**src/rtl/isrt_pkg.sv**
```systemverilog
// constants and types for the stop and restart sequencing controller
// Functional notes
// - stop: set select, transmit, request; clear busy
// - hold stop control bits until stop seen
// - restart: clear select, transmit, busy; set request
// - poll busy status until it reads zero
// - poll last bit until one, then start
// - wait 4.7 us standard, 0.6 us fast
// - receiver mode: check clock pin, not last bit
// - stretched clock low 5, high 3 cycles
// - the controller times bus free and restart setup
// - choose standard or fast mode per clock
package isrt_pkg;

  // ****************************************************************
  // clock and timing
  // ****************************************************************
  localparam int CLK_PERIOD_NS = 50;
  localparam int T_SU_STA_STD_NS = 4700;
  localparam int T_SU_STA_FAST_NS = 600;
  localparam int T_BUF_STD_NS = 4700;
  localparam int T_BUF_FAST_NS = 1300;
  // least times round up to whole cycles
  localparam int SU_STD_CYC =
    (T_SU_STA_STD_NS + CLK_PERIOD_NS - 1) / CLK_PERIOD_NS;
  localparam int SU_FAST_CYC =
    (T_SU_STA_FAST_NS + CLK_PERIOD_NS - 1) / CLK_PERIOD_NS;
  localparam int BUF_STD_CYC =
    (T_BUF_STD_NS + CLK_PERIOD_NS - 1) / CLK_PERIOD_NS;
  localparam int BUF_FAST_CYC =
    (T_BUF_FAST_NS + CLK_PERIOD_NS - 1) / CLK_PERIOD_NS;
  // external clock low and high minima in gear cycles
  localparam logic [7:0] STRETCH_LOW_MIN = 8'h05;
  localparam logic [7:0] STRETCH_HIGH_MIN = 8'h03;
  localparam logic [7:0] STRETCH_LEN_RESET = 8'h05;

  // ****************************************************************
  // register map
  // ****************************************************************
  localparam logic [7:0] REG_CTRL = 8'h00;
  localparam logic [7:0] REG_STATUS = 8'h04;
  localparam logic [7:0] REG_INT_STATUS = 8'h08;
  localparam logic [7:0] REG_INT_MASK = 8'h0C;
  localparam logic [7:0] REG_STRETCH_LEN = 8'h10;
  // control fields
  localparam int CTRL_STOP_BIT = 0;
  localparam int CTRL_RESTART_BIT = 1;
  localparam int CTRL_FAST_BIT = 2;
  localparam int CTRL_RX_BIT = 3;
  localparam int CTRL_STRETCH_BIT = 4;
  // event fields
  localparam int EV_STOP_DONE = 0;
  localparam int EV_RESTART_READY = 1;
  localparam int EV_REFUSED = 2;
  localparam int EV_UNEXPECTED_STOP = 3;
  localparam int EV_W = 4;
  localparam logic [EV_W-1:0] INT_MASK_RESET = 4'h0;

  // ****************************************************************
  // sequencer states
  // ****************************************************************
  typedef enum logic [5:0] {
    ST_IDLE = 6'b000001,
    ST_STOP_WAIT = 6'b000010,
    ST_BUF = 6'b000100,
    ST_RS_BB = 6'b001000,
    ST_RS_LRB = 6'b010000,
    ST_RS_SU = 6'b100000
  } isrt_state_t;

endpackage

```
**src/rtl/isrt_host.sv**
```systemverilog
// controller that drives the serial bus unit through stop and restart
//
// Chosen here: the address map and register access over APB.
`timescale 1ns/1ns
module isrt_host
  import isrt_pkg::*;
(
  input wire logic ref_clk_in,
  input wire logic resetn_in,
  // apb slave
  input wire logic psel,
  input wire logic penable,
  input wire logic pwrite,
  input wire logic [7:0] paddr,
  input wire logic [31:0] pwdata,
  output logic [31:0] prdata,
  output logic pready,
  output logic pslverr,
  output logic irq_out,
  // control register write port of the device
  output logic dev_wr_out,
  output logic dev_master_select_out,
  output logic dev_transmit_select_out,
  output logic dev_service_request_out,
  output logic dev_bus_busy_out,
  // status read back from the device
  input wire logic dev_bus_busy_in,
  input wire logic dev_last_received_bit_in,
  // bus lines, clock line open drain
  input wire logic clock_line_pin_in,
  input wire logic data_line_pin_in,
  output logic clock_line_pin_out,
  output logic clock_line_pin_oe_out
);

  // ****************************************************************
  // input synchronisation
  // ****************************************************************
  logic [3:0] sync_q;
  logic bb_s;
  logic lrb_s;
  logic scl_s;
  logic sda_s;
  logic sda_prev;
  logic stop_seen;

  isrt_sync #(.W(4)) u_sync (
    .ref_clk_in(ref_clk_in),
    .resetn_in(resetn_in),
    .d_in({dev_bus_busy_in, dev_last_received_bit_in,
           clock_line_pin_in, data_line_pin_in}),
    .q_out(sync_q)
  );

  assign bb_s = sync_q[3];
  assign lrb_s = sync_q[2];
  assign scl_s = sync_q[1];
  assign sda_s = sync_q[0];

  // data rising while clock high marks a stop on the bus
  always_ff @(posedge ref_clk_in)
  begin
    if (!resetn_in)
      sda_prev <= 1'b1;
    else
      sda_prev <= sda_s;
  end

  assign stop_seen = scl_s && sda_s && !sda_prev;

  // ****************************************************************
  // register file
  // ****************************************************************
  logic fast_mode;
  logic rx_mode;
  logic [EV_W-1:0] int_status;
  logic [EV_W-1:0] int_mask;
  logic [7:0] stretch_len;
  logic [EV_W-1:0] ev_set;
  logic acc;
  logic wr_acc;
  logic rd_acc;
  logic mapped;
  logic cmd_stop;
  logic cmd_restart;
  logic cmd_stretch;
  isrt_state_t state;
  logic stretching;

  // zero wait state slave
  assign pready = 1'b1;
  assign acc = psel && penable;
  assign wr_acc = acc && pwrite;
  assign rd_acc = acc && !pwrite;
  assign mapped = (paddr == REG_CTRL) || (paddr == REG_STATUS) ||
                  (paddr == REG_INT_STATUS) ||
                  (paddr == REG_INT_MASK) ||
                  (paddr == REG_STRETCH_LEN);
  assign pslverr = acc && !mapped;

  assign cmd_stop = wr_acc && (paddr == REG_CTRL) &&
                    pwdata[CTRL_STOP_BIT];
  assign cmd_restart = wr_acc && (paddr == REG_CTRL) &&
                       pwdata[CTRL_RESTART_BIT];
  assign cmd_stretch = wr_acc && (paddr == REG_CTRL) &&
                       pwdata[CTRL_STRETCH_BIT];

  // mode bits and stretch length
  always_ff @(posedge ref_clk_in)
  begin
    if (!resetn_in)
    begin
      fast_mode <= 1'b0;
      rx_mode <= 1'b0;
      int_mask <= INT_MASK_RESET;
      stretch_len <= STRETCH_LEN_RESET;
    end
    else if (wr_acc)
    begin
      if (paddr == REG_CTRL)
      begin
        fast_mode <= pwdata[CTRL_FAST_BIT];
        rx_mode <= pwdata[CTRL_RX_BIT];
      end
      if (paddr == REG_INT_MASK)
        int_mask <= pwdata[EV_W-1:0];
      if (paddr == REG_STRETCH_LEN)
        stretch_len <= pwdata[7:0];
    end
  end

  // sticky events; a read clears, but a new event wins
  always_ff @(posedge ref_clk_in)
  begin
    if (!resetn_in)
      int_status <= '0;
    else if (rd_acc && (paddr == REG_INT_STATUS))
      int_status <= ev_set;
    else
      int_status <= int_status | ev_set;
  end

  assign irq_out = |(int_status & int_mask);

  // read data registered one cycle early is not possible at zero wait,
  // so the mux is taken straight from flip-flop state
  always_comb
  begin
    prdata = 32'h0000_0000;
    if (rd_acc)
    begin
      unique case (paddr)
        REG_CTRL:
          prdata = {27'h0, 1'b0, rx_mode, fast_mode, 2'b00};
        REG_STATUS:
          prdata = {24'h0, stretching, state != ST_IDLE,
                    2'b00, bb_s, lrb_s, scl_s, sda_s};
        REG_INT_STATUS:
          prdata = {28'h0, int_status};
        REG_INT_MASK:
          prdata = {28'h0, int_mask};
        REG_STRETCH_LEN:
          prdata = {24'h0, stretch_len};
        default:
          prdata = 32'h0000_0000;
      endcase
    end
  end

  // ****************************************************************
  // stop and restart sequencer
  // ****************************************************************
  logic [7:0] cnt;
  logic [7:0] su_cyc;
  logic [7:0] buf_cyc;
  logic bus_free;

  assign su_cyc = fast_mode ? 8'(SU_FAST_CYC) : 8'(SU_STD_CYC);
  assign buf_cyc = fast_mode ? 8'(BUF_FAST_CYC) : 8'(BUF_STD_CYC);

  assign bus_free = rx_mode ? scl_s : lrb_s;

  // state and shared wait counter
  always_ff @(posedge ref_clk_in)
  begin
    if (!resetn_in)
    begin
      state <= ST_IDLE;
      cnt <= 8'h00;
    end
    else
    begin
      unique case (state)
        ST_IDLE:
        begin
          cnt <= 8'h00;
          if (cmd_stop && bb_s)
            state <= ST_STOP_WAIT;
          else if (cmd_restart && !cmd_stop)
            state <= ST_RS_BB;
        end
        ST_STOP_WAIT:
        begin
          if (stop_seen || (!bb_s && sda_s && scl_s))
            state <= ST_BUF;
        end
        ST_BUF:
        begin
          if (cnt >= buf_cyc - 8'h01)
            state <= ST_IDLE;
          else
            cnt <= cnt + 8'h01;
        end
        ST_RS_BB:
        begin
          if (!bb_s)
            state <= ST_RS_LRB;
        end
        ST_RS_LRB:
        begin
          if (bus_free)
            state <= ST_RS_SU;
        end
        ST_RS_SU:
        begin
          if (!bus_free)
          begin
            state <= ST_RS_LRB;
            cnt <= 8'h00;
          end
          else if (cnt >= su_cyc - 8'h01)
            state <= ST_IDLE;
          else
            cnt <= cnt + 8'h01;
        end
      endcase
    end
  end

  // device control word; held between commands
  always_ff @(posedge ref_clk_in)
  begin
    if (!resetn_in)
    begin
      dev_wr_out <= 1'b0;
      dev_master_select_out <= 1'b0;
      dev_transmit_select_out <= 1'b0;
      dev_service_request_out <= 1'b0;
      dev_bus_busy_out <= 1'b0;
    end
    else
    begin
      dev_wr_out <= 1'b0;
      if (state == ST_IDLE)
      begin
        if (cmd_stop && bb_s)
        begin
          dev_wr_out <= 1'b1;
          dev_master_select_out <= 1'b1;
          dev_transmit_select_out <= 1'b1;
          dev_service_request_out <= 1'b1;
          dev_bus_busy_out <= 1'b0;
        end
        else if (cmd_restart && !cmd_stop)
        begin
          dev_wr_out <= 1'b1;
          dev_master_select_out <= 1'b0;
          dev_transmit_select_out <= 1'b0;
          dev_service_request_out <= 1'b1;
          dev_bus_busy_out <= 1'b0;
        end
      end
      // word is not touched until the next command accepted in idle
    end
  end

  // events raised by the sequencer
  always_comb
  begin
    ev_set = '0;
    ev_set[EV_STOP_DONE] = (state == ST_BUF) &&
                           (cnt >= buf_cyc - 8'h01);
    ev_set[EV_RESTART_READY] = (state == ST_RS_SU) && bus_free &&
                               (cnt >= su_cyc - 8'h01);
    ev_set[EV_REFUSED] = (cmd_stop && (state != ST_IDLE || !bb_s)) ||
                         (cmd_restart && (state != ST_IDLE || cmd_stop)) ||
                         (cmd_stretch && stretching);
    // restart must not show a stop
    ev_set[EV_UNEXPECTED_STOP] = stop_seen &&
      ((state == ST_RS_BB) || (state == ST_RS_LRB) ||
       (state == ST_RS_SU));
  end

  // ****************************************************************
  // clock stretching on the shared clock line
  // ****************************************************************
  logic [7:0] st_cnt;
  logic [7:0] hi_cnt;
  logic [7:0] low_len;

  // never shorter than the device can sample
  assign low_len = (stretch_len < STRETCH_LOW_MIN) ?
                   STRETCH_LOW_MIN : stretch_len;

  // high time counted so a new stretch keeps the high minimum
  always_ff @(posedge ref_clk_in)
  begin
    if (!resetn_in)
      hi_cnt <= 8'h00;
    else if (!scl_s || stretching)
      hi_cnt <= 8'h00;
    else if (hi_cnt < STRETCH_HIGH_MIN)
      hi_cnt <= hi_cnt + 8'h01;
  end

  // hold the line low for low_len cycles after a stretch command
  always_ff @(posedge ref_clk_in)
  begin
    if (!resetn_in)
    begin
      stretching <= 1'b0;
      st_cnt <= 8'h00;
    end
    else if (stretching)
    begin
      if (st_cnt >= low_len - 8'h01)
        stretching <= 1'b0;
      else
        st_cnt <= st_cnt + 8'h01;
    end
    else if (cmd_stretch && (hi_cnt >= STRETCH_HIGH_MIN || !scl_s))
    begin
      stretching <= 1'b1;
      st_cnt <= 8'h00;
    end
  end

  // open drain: drive low only
  assign clock_line_pin_out = 1'b0;
  assign clock_line_pin_oe_out = stretching;

endmodule // isrt_host

```
**src/rtl/isrt_sync.sv**
```systemverilog
// two flip-flop synchroniser for inputs from outside the clock domain
`timescale 1ns/1ns
module isrt_sync #(
  parameter int W = 1
) (
  input wire logic ref_clk_in,
  input wire logic resetn_in,
  input wire logic [W-1:0] d_in,
  output logic [W-1:0] q_out
);

  logic [W-1:0] meta;

  // first stage feeds only the second stage
  always_ff @(posedge ref_clk_in)
  begin
    if (!resetn_in)
    begin
      meta <= '0;
      q_out <= '0;
    end
    else
    begin
      meta <= d_in;
      q_out <= meta;
    end
  end

endmodule // isrt_sync

```
**config.mk**
```make
export PLATFORM = sky130hd
export DESIGN_NAME = isrt_host
export DESIGN_NICKNAME = d
export VERILOG_FILES = /design/src/rtl/isrt_pkg.sv /design/src/rtl/isrt_host.sv /design/src/rtl/isrt_sync.sv
export SDC_FILE = /design/constraint.sdc
export NUM_CORES = 1
export LEC_CHECK = 0
export ABC_AREA = 1
export BUFFER_PORTS_ARGS = -buffer_cell sky130_fd_sc_hd__buf_2
export CORE_UTILIZATION = 41
export DETAILED_ROUTE_END_ITERATION = 7
export HOLD_SLACK_MARGIN = 0.02
export PLACE_DENSITY = 0.72
export SETUP_SLACK_MARGIN = 0.1
export SYNTH_ARGS = -nofsm -noshare
export SYNTH_HDL_FRONTEND = slang
export SYNTH_SLANG_ARGS = --single-unit
```
**constraint.sdc**
```tcl
create_clock -name ref_clk_in -period 3.8 [get_ports ref_clk_in]
set_input_delay 0.19 -clock ref_clk_in [delete_from_list [all_inputs] [get_ports ref_clk_in]]
set_output_delay 0.19 -clock ref_clk_in [all_outputs]
set_load 0.02 [all_outputs]
```
After elaboration in Yosys (flattened, before gate mapping)
Index checks and enable logic that the tools add are counted.
{"block": "totals", "register_bits": 62, "latch_bits": 0, "ramBits": 0, "mem_bits_ro": 0, "inputBits": 49, "word_cells": 141, "memories": 0}
{"block": "op_classes", "add_sub_neg": 6, "mul": 0, "div": 0, "n_lt_le_gt_ge": 6, "n_eq_ne": 20, "n_shift": 0, "mux": 33, "bitwise": 3, "reduce_logical": 56}
{"cell": "$mux 8", "count": 8}
{"cell": "$mux 6", "count": 8}
{"cell": "$pmux 8 s5", "count": 1}
{"cell": "$pmux 6 s6", "count": 1}
{"cell": "$add 8x1->8 const B", "count": 3}
{"cell": "$ge 8x8->1", "count": 3}
{"cell": "$pmux 8 s3", "count": 1}
{"cell": "$logic_and 1x1->1", "count": 23}
{"cell": "$eq 8x4->1 const B", "count": 2}
{"cell": "$sub 7x1->8 const B", "count": 2}
{"cell": "$mux 7", "count": 2}
{"cell": "$logic_or 1x1->1", "count": 13}
{"cell": "$reduce_and 2->1", "count": 6}
{"cell": "$mux 1", "count": 11}
{"cell": "$ne 2x2->1 const B", "count": 5}
{"cell": "$eq 8x3->1 const B", "count": 1}
{"cell": "$eq 8x5->1 const B", "count": 1}
{"cell": "$ge 8x2->1 const B", "count": 1}
{"cell": "$logic_not 8->1", "count": 1}
{"cell": "$lt 8x2->1 const B", "count": 1}
{"cell": "$lt 8x3->1 const B", "count": 1}
{"cell": "$sub 8x1->8 const B", "count": 1}
{"cell": "$eq 6x1->1 const B", "count": 1}
{"cell": "$eq 6x2->1 const B", "count": 1}
{"cell": "other kinds (19)", "count": 26}

Depth between registers and ports, before layout
{"block": "depth", "word_depth": 10, "depth_mapped": 17}

By module
Synthesis repeated with hierarchy kept, for this count alone.
{"block": "unflattened", "cells_unflattened": 536, "area_unflattened_um2": 3698.5}
{"module": "isrt_host", "instances": 1, "cells_per_inst": 511, "area_per_inst_um2": 3473.3}
{"module": "isrt_sync", "instances": 1, "cells_per_inst": 25, "area_per_inst_um2": 225.2}

Least setup slack after synthesis
Ideal clock, no wire load.
{"block": "synth_path", "kind": "flip-flop to flip-flop", "from": "register stretch_len[4]", "to": "register st_cnt[2]", "arrival_ns": 2.167, "setup_slack_ns": 1.501, "path_stages_with_launch": 17, "path_buffers": 0, "path_cell_list": "dfxtp_1 > inv_1 > nand2_1 > nor2_1 > nand3_1 > nand2_1 > ha_1 > nand4_1 > xor2_1 > inv_1 > ha_1 > nand2_1 > o211a_1 > nand2_2 > nand2_4 > nand2_1 > a21oi_2"}
{"block": "synth_between", "elab_chain_len": 6}
{"element": "start, declared", "line": "isrt_host.sv:78", "text": "logic [7:0] stretch_len;"}
{"element": "start signal, assigned", "line": "isrt_host.sv:128", "text": "stretch_len <= pwdata[7:0];"}
{"element": "$lt 8x3->1", "line": "isrt_host.sv:302", "text": "assign low_len = (stretch_len < STRETCH_LOW_MIN) ?"}
{"element": "$mux 8 (*)", "line": "isrt_host.sv:302"}
{"element": "$sub 8x1->8 (*)", "line": "isrt_host.sv:326", "text": "if (st_cnt >= low_len - 8'h01)"}
{"element": "$ge 8x8->1 (*)", "line": "isrt_host.sv:326"}
{"element": "$ne 2x2->1 (no line) (*)"}
{"element": "$reduce_and 2->1 (no line) (*)"}
{"element": "end signal, assigned", "line": "isrt_host.sv:329", "text": "st_cnt <= st_cnt + 8'h01;"}
{"element": "end, declared", "line": "isrt_host.sv:297", "text": "logic [7:0] st_cnt;"}
Mark *: on every way between the ends. The rest lies on a longest branch, timed or not.
A chain may end at the register's enable or synchronous reset.

Final worst setup path
{"block": "layout_path", "from": "register stretch_len[4]", "to": "register st_cnt[4]"}
Same word-level chain as after synthesis.

==> run_results.csv <==
group,metric,value,unit
die,dieHeight,98.7,µm
grt,grt_pass1_wl,15100,µm
die,row_count,34,
worst_setup_path,path_max_fanout,10,
synthesis,yosysMostFrequentCell,"nand2_1",
sta,maxSlewViolCount,0,
worst_setup_path,critPathLaunchType,"flip-flop",
drt,wl,8600,µm
worst_setup_path,path_cells,"inv_1 -> nand2_1 -> nor2_1 -> nand3_1 -> nand2_1 -> ha_1 -> nand4_1 -> xor2_1 -> inv_1 -> ha_1 -> nand2_1 -> o211a_1 -> nand2_2 -> nand2_4 -> nand2_1 -> a21oi_2",
sta,fin_crit_sh,69.8,%
cts,worst_skew_pair.late_latency,0.34,ns
synthesis,netlist.area_leader.share,31.9,%
worst_setup_path,endpoint_kind,"flip-flop",
synthesis,synth_seq_cells,61,
die,design.die.area,9730,µm²
sta,period_minus_slack,2.65,ns
cells_and_area,layout-drive-gt1-share,14.7,%
sta,finalSetupTns,0,ns
synthesis,synth-seq-area-share,31.9,%
worst_setup_path,cpMostUsedCell,"nand2_1",
cts,h-tree-depth,3,
synthesis,avgSynthCellArea,6.87,µm²
drt,drc,0,
cells_and_area,fin_nets,666,
cts,cts_tree,"yes",
pwr,power.density,444,nW/µm²
cts,postCtsResizedCells,0,
cts,cts_buffers,9,
grt,grtUsageTotal,19.2,%
sta,worstMarginPinSlew,0.818,ns
cts,clockRootBuffer,"clkbuf_8",
cts,cts_setup_buffers,0,
synthesis,synth_cell_types,42,
worst_setup_path,critPathArrivalTime,2.84,ns
placement,dpl.hpwl,6450,µm
cells_and_area,multi_input_area,2140,µm²
synthesis,async_reset_ff_share,0,%
worst_setup_path,slowest_stage,"dfxtp_1",
sta,clock.fmax,377,MHz
synthesis,synth_warnings,0,
sta,slew_headroom,45.4,%
worst_setup_path,ff2ff_setup_slack,1.15,ns
synthesis,yosysTopAreaCell,"dfxtp_1",
worst_setup_path,critPathKind,"reg -> reg",
grt,grt_max_degree,35,
sta,hold_violations,0,
cts,clk_path_buf_depth,2,
drt,viasPerCell,4.94,
synthesis,syn-cell-area,3830,µm²
cts,cts.sinks,61,
status,status,"finished, final reports clean",
die,start_util,43.1,%
sta,finalSetupViolCount,0,
grt,grt_overflow,0,
synthesis,ys_top_cells_by_area,"dfxtp_1 32%, nand2_1 11%, inv_1 7.7%",
worst_setup_path,cp_slowest_stage_delay,0.30,ns
placement,gp_congestion,0.870,
min_path,hold_path.class,"in -> reg",
synthesis,synth_commonest_cells,"113 x nand2_1, 79 x inv_1, 64 x nor2_1",
worst_setup_path,crit_required,3.99,ns
die,ios,91,
drt,dr.pass1.iters,4,
drt,wl_per_cell,12.1,µm
cells_and_area,synthToLayoutAreaGrowth,10.6,%
pwr,leakage,0.00199,µW
synthesis,synth-edff-count,0,
cells_and_area,fillers,878,
pwr,ir_drop,0.192,mV
placement,port_buffers,39,
cells_and_area,area.sequential,1220,µm²
flow_run,maxCapViolations,0,
sta,skew,0.00543,ns
drt,detail-route-antenna-nets,0,
cells_and_area,postLayoutCoreUtil,47.7,%
die,floorplan.die.width,98.7,µm
cells_and_area,diodes,0,
synthesis,syn_inst,558,
sta,rsz0062_at_grt,"no",
die,core_area,8890,µm²
synthesis,yosys_most_used_dff,"dfxtp_1",
grt,antenna_found_initial,0,
cts,cts.clk_slew.worst_paths,0.07,ns
drt,vias,3519,
drt,drtIter0Drc,196,
grt,grt_pass1_vias,3410,
## power by group
part / internal [µW] / switching, µW / leakage (µW)
combinational: 164 / 353 / 0.00139
clock: 356 / 262 / 0.000106
sequential: 686 / 60.4 / 0.000495
total: 1210 / 675 / 0.00199
## flip-flops by register name, summed over array words and instances (netlist names)
signal / cells
cnt: 8
hi_cnt: 8
st_cnt: 8
stretch_len: 8
state: 6
int_mask: 4
int_status: 4
u_sync.meta: 4
u_sync.q_out: 4
clock_line_pin_oe_out: 1
dev_service_request_out: 1
dev_transmit_select_out: 1
dev_wr_out: 1
fast_mode: 1
rx_mode: 1
sda_prev: 1
## cell families (layout without fill, tap and decap cells)
kind of cell | after synthesis | after routing | synth area share (%)
XOR/XNOR | 11 | 11 | 2.51
adder cells (fa/ha/maj) | 18 | 18 | 5.88
other | 2 | 27 | 0.196
flip-flops | 61 | 61 | 31.9
buffers and inverters | 120 | 141 | 14.8
AO/OA/AOI/OAI | 88 | 88 | 12.8
AND/OR/NAND/NOR | 258 | 258 | 32.0
## worst max-delay path, delay by kind of cell (launching register included)
family | cells | cell delay [ns]
simple gates | 9 | 1.04
fa+ha+maj | 2 | 0.49
xor+xnor | 1 | 0.15
flops | 1 | 0.30
compound gates | 2 | 0.29
buf+inv | 2 | 0.23
## metrics by stage
step                instance area [µm²]  setup WS [ns]  hold WS (ns)  cells  power (µW)
floorplan                          3930           1.50         0.288    583        1170
global placement                   4010           1.23         0.373    694        1250
finish                             4240           1.15        0.0311    712        1880
CTS                                4240           1.15        0.0204    712        1890
global route                       4240          0.855        0.0331    712        2000
detailed placement                 4010           1.17         0.375    694        1270
## cells in the final DEF, fill, tap and decap left out, types with 3 or more instances in the layout
cell type / n
clkbuf_8: 12
conb_1: 27
a21oi_2: 3
inv_1: 79
a21oi_1: 38
nand2_1: 113
nand3_1: 37
buf_2: 39
nand2_4: 3
nor2_2: 3
xor2_1: 9
nor3_1: 5
o22ai_1: 9
dfxtp_1: 61
inv_2: 4
nor2_1: 64
o21ai_0: 27
nand2_2: 5
nand4_1: 7
o211ai_1: 3
nor2_4: 6
ha_1: 18
nand4_2: 3
## area by class of cell
| type | instances | share of cell area (%) |
|---|---|---|
| Timing Repair Buffer | 41 | 5.08 |
| Sequential cell | 61 | 28.8 |
| Multi-Input combinational cell | 402 | 50.4 |
| Inverter | 84 | 7.50 |
| Clock inverter | 3 | 1.00 |
| Tap cell | 108 | 3.19 |
| Clock buffer | 13 | 3.98 |
## routing by layer
| layer | vias up | wire length, µm | share of wire, % | track usage (%) |
|---|---|---|---|---|
| met5 | - | 0 | 0 | 0 |
| met4 | 0 | 154 | 1.8 | 8.73 |
| met3 | 15 | 377 | 4.4 | 3.76 |
| met2 | 91 | 4010 | 47 | 32.4 |
| met1 | 1595 | 4060 | 47 | 23.7 |
| li1 | 1818 | - | - | - |
## worst paths after layout
check	end	start	depth (start not counted)
hold reg to reg	u_sync.q_out[1]	u_sync.meta[1]	2
setup reg to reg	st_cnt[4]	stretch_len[4]	16
setup / recovery	st_cnt[4]	stretch_len[4]	16
hold / removal	u_sync.meta[2]	dev_last_received_bit_in	3
## timing repair
item,CTS,global route
hold endpoints to repair,2,0
endpoints found under the setup margin,0,0
hold buffers,2,0
No activity file was read; power rests on OpenSTA's default activity.
